File: config.mk
export PLATFORM = sky130hd
export DESIGN_NAME = data_eeprom_program_ctrl
export DESIGN_NICKNAME = d
export VERILOG_FILES = /design/src/hw/ee_prog_pkg.sv /design/src/hw/data_eeprom_program_ctrl.sv
export SDC_FILE = /design/constraint.sdc
export NUM_CORES = 2
export LEC_CHECK = 0
export BUFFER_PORTS_ARGS = -buffer_cell sky130_fd_sc_hd__buf_2
export CAP_MARGIN = 20
export CORE_ASPECT_RATIO = 0.75
export CORE_UTILIZATION = 53
export CTS_CLUSTER_SIZE = 12
export DETAILED_ROUTE_END_ITERATION = 8
export PLACE_DENSITY_LB_ADDON = 0.05
export SYNTH_ARGS = -nofsm -noshare
export SYNTH_HDL_FRONTEND = slang
export SYNTH_SLANG_ARGS = --single-unit
File: constraint.sdc
create_clock -name clock_i -period 8.1 [get_ports clock_i]
set_input_delay 1.215 -clock clock_i [delete_from_list [all_inputs] [get_ports clock_i]]
set_output_delay 1.215 -clock clock_i [all_outputs]
set_load 0.03 [all_outputs]
File: src/hw/ee_prog_pkg.sv
// constants and types shared by the data eeprom access controller
package ee_prog_pkg;

  // register map
  localparam logic [15:0] CSR_ADDR   = 16'h0030;
  localparam logic [7:0]  CSR_RESET  = 8'h00;
  localparam int          LAT_BIT    = 1;
  localparam int          PGM_BIT    = 0;

  // eeprom window in the data space
  localparam logic [15:0] EE_BASE    = 16'h1000;
  localparam int          EE_BYTES   = 128;
  localparam int          EE_AW      = 7;
  localparam int          ROW_BYTES  = 32;
  localparam int          COL_BITS   = 5;
  localparam int          ROW_BITS   = 2;
  localparam logic [7:0]  LATCH_FREE = 8'hff;

  // programming cycle timing
  localparam int          CLK_MHZ      = 125;
  localparam int          PROG_TIME_US = 5000;
  localparam int          PROG_CYC_DEF = PROG_TIME_US * CLK_MHZ;
  localparam int          CNT_W        = 24;
  localparam logic [23:0] CNT_ZERO     = 24'h000000;

  typedef enum logic [1:0] {
    ST_IDLE = 2'b00,
    ST_PROG = 2'b01,
    ST_WAIT = 2'b11,
    ST_HALT = 2'b10
  } ee_state_type;

endpackage

File: src/hw/data_eeprom_program_ctrl.sv
// data eeprom access controller: array, row latches, control/status register, power modes
//
// The address-and-strobe port was chosen for this implementation.
`timescale 1ns/1ps

module data_eeprom_program_ctrl
  import ee_prog_pkg::*;
#(
  parameter int PROG_CYCLES = PROG_CYC_DEF
) (
  input  wire logic        clock_i,
  input  wire logic        nrst_i,
  input  wire logic [15:0] addr_i,
  input  wire logic [7:0]  wdata_i,
  input  wire logic        wr_i,
  input  wire logic        rd_i,
  input  wire logic        ext_access_i,
  input  wire logic        wait_req_i,
  input  wire logic        halt_i,
  input  wire logic        protect_i,
  output logic      [7:0]  rdata_o,
  output logic             rdata_drive_o,
  output logic             wait_ack_o,
  output logic             erase_all_o
);

  function automatic logic ee_hit(input logic [15:0] a);
    ee_hit = (a[15:EE_AW] == EE_BASE[15:EE_AW]);
  endfunction

  function automatic logic csr_hit(input logic [15:0] a);
    csr_hit = (a == CSR_ADDR);
  endfunction

  logic [7:0]          mem [EE_BYTES];
  logic [7:0]          latch_data [ROW_BYTES];
  logic [ROW_BYTES-1:0] latch_valid;
  logic [ROW_BITS-1:0] row;
  logic                latch_write_mode;
  logic                program_start;
  logic                lat_prev;
  ee_state_type        state;
  ee_state_type        next_state;
  logic [CNT_W-1:0]    cnt;
  logic                prot_s1;
  logic                prot_s2;
  logic                prot_s3;
  logic                protect;
  logic                prog_done;
  logic                latch_clr;
  logic                blocked;
  logic                csr_wr;
  logic                latch_wr;

  // option bit comes from outside this clock, filtered by agreement of stages two and three
  always_ff @(posedge clock_i) begin
    if (!nrst_i) begin
      prot_s1 <= 1'b0;
      prot_s2 <= 1'b0;
      prot_s3 <= 1'b0;
    end else begin
      prot_s1 <= protect_i;
      prot_s2 <= prot_s1;
      prot_s3 <= prot_s2;
    end
  end

  always_ff @(posedge clock_i) begin
    if (!nrst_i) begin
      protect     <= 1'b0;
      erase_all_o <= 1'b0;
    end else begin
      erase_all_o <= 1'b0;
      if (prot_s2 == prot_s3) begin
        protect <= prot_s2;
        // removing protection wipes the whole array first; the row latches are kept
        erase_all_o <= protect & ~prot_s2;
      end
    end
  end

  assign blocked   = protect & ext_access_i;
  assign csr_wr    = wr_i & csr_hit(addr_i) & ~blocked;
  // writes only land in latches in write mode
  assign latch_wr  = wr_i & ee_hit(addr_i) & latch_write_mode & ~blocked;
  assign prog_done = (state == ST_PROG) & program_start & ~halt_i
                     & (cnt == CNT_W'(PROG_CYCLES - 1));
  assign latch_clr = prog_done | (lat_prev & ~latch_write_mode);

  // control/status register
  always_ff @(posedge clock_i) begin
    if (!nrst_i) begin
      latch_write_mode <= CSR_RESET[LAT_BIT];
      program_start    <= CSR_RESET[PGM_BIT];
    end else if (prog_done) begin
      latch_write_mode <= 1'b0;
      program_start    <= 1'b0;
    end else if (halt_i) begin
      program_start <= 1'b0;
    end else if (csr_wr) begin
      if (wdata_i[LAT_BIT]) begin
        latch_write_mode <= 1'b1;
      end else if (!program_start) begin
        latch_write_mode <= 1'b0;
      end
      if (wdata_i[PGM_BIT]) begin
        // start only once write mode is already in force
        program_start <= program_start | latch_write_mode;
      end else begin
        program_start <= 1'b0;
      end
    end
  end

  always_ff @(posedge clock_i) begin
    if (!nrst_i) begin
      lat_prev <= 1'b0;
    end else begin
      lat_prev <= latch_write_mode;
    end
  end

  // row latches, one byte per column; a free latch holds all ones so merging is a plain and
  genvar gc;
  generate
    for (gc = 0; gc < ROW_BYTES; gc++) begin : g_latch
      always_ff @(posedge clock_i) begin
        if (!nrst_i || latch_clr) begin
          latch_data[gc]  <= LATCH_FREE;
          latch_valid[gc] <= 1'b0;
        end else if (latch_wr && addr_i[COL_BITS-1:0] == COL_BITS'(gc)) begin
          latch_data[gc]  <= latch_data[gc] & wdata_i;
          latch_valid[gc] <= 1'b1;
        end
      end
    end
  endgenerate

  always_ff @(posedge clock_i) begin
    if (!nrst_i) begin
      row <= '0;
    end else if (latch_wr) begin
      row <= addr_i[EE_AW-1:COL_BITS];
    end
  end

  // sequencer
  always_comb begin
    next_state = state;
    case (state)
      ST_IDLE: begin
        if (halt_i) begin
          next_state = ST_HALT;
        end else if (program_start) begin
          next_state = ST_PROG;
        end else if (wait_req_i) begin
          next_state = ST_WAIT;
        end
      end
      ST_PROG: begin
        if (halt_i) begin
          next_state = ST_HALT;
        end else if (!program_start) begin
          next_state = ST_IDLE;
        end else if (prog_done) begin
          next_state = wait_req_i ? ST_WAIT : ST_IDLE;
        end
      end
      ST_WAIT: begin
        if (halt_i) begin
          next_state = ST_HALT;
        end else if (!wait_req_i) begin
          next_state = ST_IDLE;
        end
      end
      ST_HALT: begin
        if (!halt_i) begin
          next_state = ST_IDLE;
        end
      end
      default: next_state = ST_IDLE;
    endcase
  end

  always_ff @(posedge clock_i) begin
    if (!nrst_i) begin
      state <= ST_IDLE;
    end else begin
      state <= next_state;
    end
  end

  always_ff @(posedge clock_i) begin
    if (!nrst_i) begin
      wait_ack_o <= 1'b0;
    end else begin
      wait_ack_o <= (next_state == ST_WAIT);
    end
  end

  // cycle timer clears to zero whenever the state is not ST_PROG, so it restarts from zero after any abort
  always_ff @(posedge clock_i) begin
    if (!nrst_i || state != ST_PROG || prog_done) begin
      cnt <= CNT_ZERO;
    end else begin
      cnt <= cnt + 1'b1;
    end
  end

  // array: commit the latched bytes of the row at cycle end, mass erase on protection removal
  always_ff @(posedge clock_i) begin
    if (erase_all_o) begin
      for (int i = 0; i < EE_BYTES; i++) begin
        mem[i] <= 8'h00;
      end
    end else if (prog_done) begin
      for (int c = 0; c < ROW_BYTES; c++) begin
        if (latch_valid[c]) begin
          mem[{row, COL_BITS'(c)}] <= latch_data[c];
        end
      end
    end
  end

  // read port: latches have no path here at all
  always_ff @(posedge clock_i) begin
    if (!nrst_i) begin
      rdata_o       <= 8'h00;
      rdata_drive_o <= 1'b0;
    end else begin
      rdata_o       <= 8'h00;
      rdata_drive_o <= 1'b0;
      if (rd_i && csr_hit(addr_i)) begin
        rdata_o       <= {6'h00, latch_write_mode, program_start};
        rdata_drive_o <= 1'b1;
      end else if (rd_i && ee_hit(addr_i) && !latch_write_mode && !blocked) begin
        rdata_o       <= mem[addr_i[EE_AW-1:0]];
        rdata_drive_o <= 1'b1;
      end
    end
  end
endmodule

==> flow_summary.ini <==
[die]
design.die.area_um2 = 112900
die_h_um = 291.3
floorplan.initialDensity = 0.5379
core.rowCount = 105
coreArea_um2 = 110000
ios = 43
chipWidth_um = 387.7

[worst_setup_path]
crit_slowest_cell = sky130_fd_sc_hd__nand3_4
worst_setup_path_class = reg -> reg
worst_r2r_startpoint = cnt[0]$_SDFF_PP0_
critical_path_arrival_ps = 4910
worst_setup_path_start_kind = flop
crit_path_max_incr_delay_ps = 720
critical_path.startpoint = cnt[0]$_SDFF_PP0_
crit_required_ps = 8700
timing.critical_path.cells = ha_1 -> nand4_1 -> nor4_2 -> nand4_2 -> nor2_1 -> nand3_4 -> buf_4 -> buf_4 -> nor2_1
critical_path.endpoint_type = flop
worstPathMaxFanout = 83

[pwr]
switchingPower_w = 0.003037
clkPwrFrac = 0.437
power.share.sequential = 0.534
comb_power_frac = 0.029
cell_internal_pwr_w = 0.01115
power.switching_fraction = 0.2142
powerDensity_nw_per_um2 = 220.3
leakagePower_nw = 23.25
vdd.ir_drop.worst_mv = 0.1604

[drt]
detail_routed_net_length_per_standard_cell_um = 33.77
totalWireLength_um = 204300
first_drt_pass_iteration_count = 6
route.vias.total = 39585
drt_iter0_drc = 6791
drt.antenna.violating_nets = 0
route.detailed.drc = 0
post_detailed_route_via_to_cell_ratio = 6.542

[synth]
synthesis_warnings = 0
synth_cell_type_count = 77
synth.yosys.seq_area_share = 0.6763
syn-instance-count = 4560
synth_largest_area_cell = sky130_fd_sc_hd__edfxtp_1
synth.avg_cell_area_um2 = 12.97
ys_ff_latch = 1358
synth_edf_count = 1280
post_synth_instance_area_um2 = 59150
ys_dominant_reg_cell = sky130_fd_sc_hd__edfxtp_1
yosys.area.top_type_share = 0.6499
postSynth.asyncResetShare = 0
nets_in_the_synthesized_netlist = 4593
post_synth_main_area_contributors = sky130_fd_sc_hd__edfxtp_1 65%, sky130_fd_sc_hd__nor2_1 7.0%, sky130_fd_sc_hd__mux4_2 6.4%

[cells_and_area]
finish.utilization = 0.5854
multi_input_combinational_cell_area_um2 = 17400
area.sequential_um2 = 40000
num-fill-cells = 8955
final_layout_size_suffix_gt1_frac = 0.1103
area_of_all_placed_cells_without_fillers_um2 = 64370
layout.nets = 4538
instances_no_fill = 6051
flow.area_growth_from_synthesis_pct = 8.840

[sta]
layout_worst_path_cycle_share = 0.5326
report.final.hold_viol_count = 0
setup_viol = 0
tightest_slew_ps = 1288
setup_total_negative_slack_ps = 0
final-max-slew-violation-count = 0
clock_skew_ps = 39.14
post-route-min-period_ps = 4314
maxSlewHeadroom = 0.1193
rsz0062_at_grt = false
max_freq_ghz = 0.2318

[global_route]
grt_pass1_vias = 36377
grt_start_max_net_pins = 177
grt_first_pass_wirelength_um = 282900
grt_antenna_before_repair = 7
global_route.overflow_total = 0
global_route.usage.total = 0.3612

[clock_network]
cts_resized = 0
worstSkewPairLatency_ps = 770
clockBufferDepth = 3
cts.clk_slew.worst_paths_ps = 60
cts-htree-levels = 4
cts_made_buffers = 140
library_cell_used_as_clock_root_buffer = sky130_fd_sc_hd__clkbuf_16
post_cts.repair.setup_buffers = 0
cts_tree = done
numClockSinks = 1358
postCtsHoldBufs = 0

[placement]
place.port_buffers = 42
place_congestion = 0.9726
placed_area_um2 = 60020
post-dp-hpwl_um = 138300
post-place-cells = 5784

[run]
timing.max_cap.violations = 0

[min_path]
worst_hold_startpoint = prot_s2$_SDFF_PN0_
hold_path.class = reg -> reg

[status]
outcome = finished clean
==> registers in the layout, summed over array words and instances (netlist names), 2 cells and up <==
signal and flops:
mem 1024, latch_data 256, state 2, row 2, cnt 24, rdata_o 8, latch_valid 32
==> cell usage after synthesis (31+ instances only) <==
cell type,number
sky130_fd_sc_hd__a21oi_1,31
sky130_fd_sc_hd__nor2_1,1105
sky130_fd_sc_hd__mux2i_1,159
sky130_fd_sc_hd__buf_2,65
sky130_fd_sc_hd__a21o_1,161
sky130_fd_sc_hd__buf_6,35
sky130_fd_sc_hd__mux4_2,167
sky130_fd_sc_hd__nand2_1,862
sky130_fd_sc_hd__dfxtp_1,78
sky130_fd_sc_hd__clkbuf_1,184
sky130_fd_sc_hd__o21ai_0,62
sky130_fd_sc_hd__edfxtp_1,1280
==> power by group through the flow <==
stage	sequential, W	clock (W)	combinational [W]
5_1_grt	0.00757	0.00646	0.000419
4_1_cts	0.00758	0.00620	0.000391
3_3_place_gp	0.00773	0	0.000386
2_1_floorplan	0.00773	0	0.000259
6_report	0.00758	0.00620	0.000409
3_5_place_dp	0.00773	0	0.000389
==> layer usage <==
layer  share of wire  global-route usage
met2            0.40              0.4752
met5         0.00011                   0
met4           0.034              0.1166
met3            0.16              0.1467
met1            0.40              0.5404
==> layout make-up <==
type | instances | share of cell area
antenna | 1 | 0.00003887
timing repair buffer | 127 | 0.01399
clock buffer | 211 | 0.06194
inverter | 10 | 0.0005831
tap | 1444 | 0.02807
clock inverter | 32 | 0.003635
multi-input combinational | 2868 | 0.2703
sequential | 1358 | 0.6214
==> stage by stage <==
| step | hold WS (ps) | worst slack, ps | total power [W] |
|---|---|---|---|
| 2_1_floorplan | 405.9 | 4603 | 0.007988 |
| 6_report | 428.4 | 3786 | 0.01418 |
| 4_1_cts | 430.7 | 3865 | 0.01417 |
| 5_1_grt | 465.7 | 3538 | 0.01445 |
| 3_5_place_dp | 416.9 | 3391 | 0.008119 |
| 3_3_place_gp | 423.8 | 3208 | 0.008116 |
==> final timing paths <==
check                         endpoint  cells after the start  slack (ps)
max          mem[104][4]$_SDFFCE_PN0P_                      9        3790
min             erase_all_o$_SDFF_PN0_                      1         430
max reg2reg  mem[104][4]$_SDFFCE_PN0P_                      9        3790
min reg2reg     erase_all_o$_SDFF_PN0_                      1         430
==> kinds of logic (layout without fill, tap and decap cells) <==
family	after synthesis	in the layout	share of synthesized area
compound gates	398	398	0.04821
xor+xnor	22	22	0.003258
fa+ha+maj	1	1	0.0002115
buf+inv	334	380	0.03038
flops	1358	1358	0.6763
mux	362	362	0.1034
other cells	0	1	0
simple gates	2085	2085	0.1382
==> layout by cell type, fill, tap and decap left out, types with 10 or more instances in the layout <==
cell type,instances
sky130_fd_sc_hd__xor2_1,12
sky130_fd_sc_hd__a21o_1,161
sky130_fd_sc_hd__edfxtp_1,1280
sky130_fd_sc_hd__buf_4,56
sky130_fd_sc_hd__a2111oi_0,16
sky130_fd_sc_hd__dfxtp_1,77
sky130_fd_sc_hd__o221ai_1,28
sky130_fd_sc_hd__nor4_1,12
sky130_fd_sc_hd__a21oi_1,31
sky130_fd_sc_hd__a22oi_1,10
sky130_fd_sc_hd__nor2_1,1105
sky130_fd_sc_hd__clkinv_1,13
sky130_fd_sc_hd__mux2i_1,159
sky130_fd_sc_hd__and2_1,10
sky130_fd_sc_hd__nand2_1,861
sky130_fd_sc_hd__xnor2_1,10
sky130_fd_sc_hd__nor3_1,11
sky130_fd_sc_hd__buf_2,53
sky130_fd_sc_hd__a221oi_1,15
sky130_fd_sc_hd__o22ai_1,25
sky130_fd_sc_hd__o21ai_0,61
sky130_fd_sc_hd__mux4_2,167
sky130_fd_sc_hd__clkbuf_1,56
sky130_fd_sc_hd__nand4_1,13
sky130_fd_sc_hd__clkbuf_16,146
sky130_fd_sc_hd__mux4_1,24
sky130_fd_sc_hd__nand3_1,13
sky130_fd_sc_hd__mux2_2,12
==> critical path, delay by kind of cell, from the launching register on <==
| family | cells | cell delay, ps |
|---|---|---|
| and+or+nand+nor | 6 | 2170 |
| buffers and inverters | 2 | 1200 |
| DFF | 1 | 350 |
| adders and majority gates | 1 | 250 |
Power figures use the tool's default switching activity.
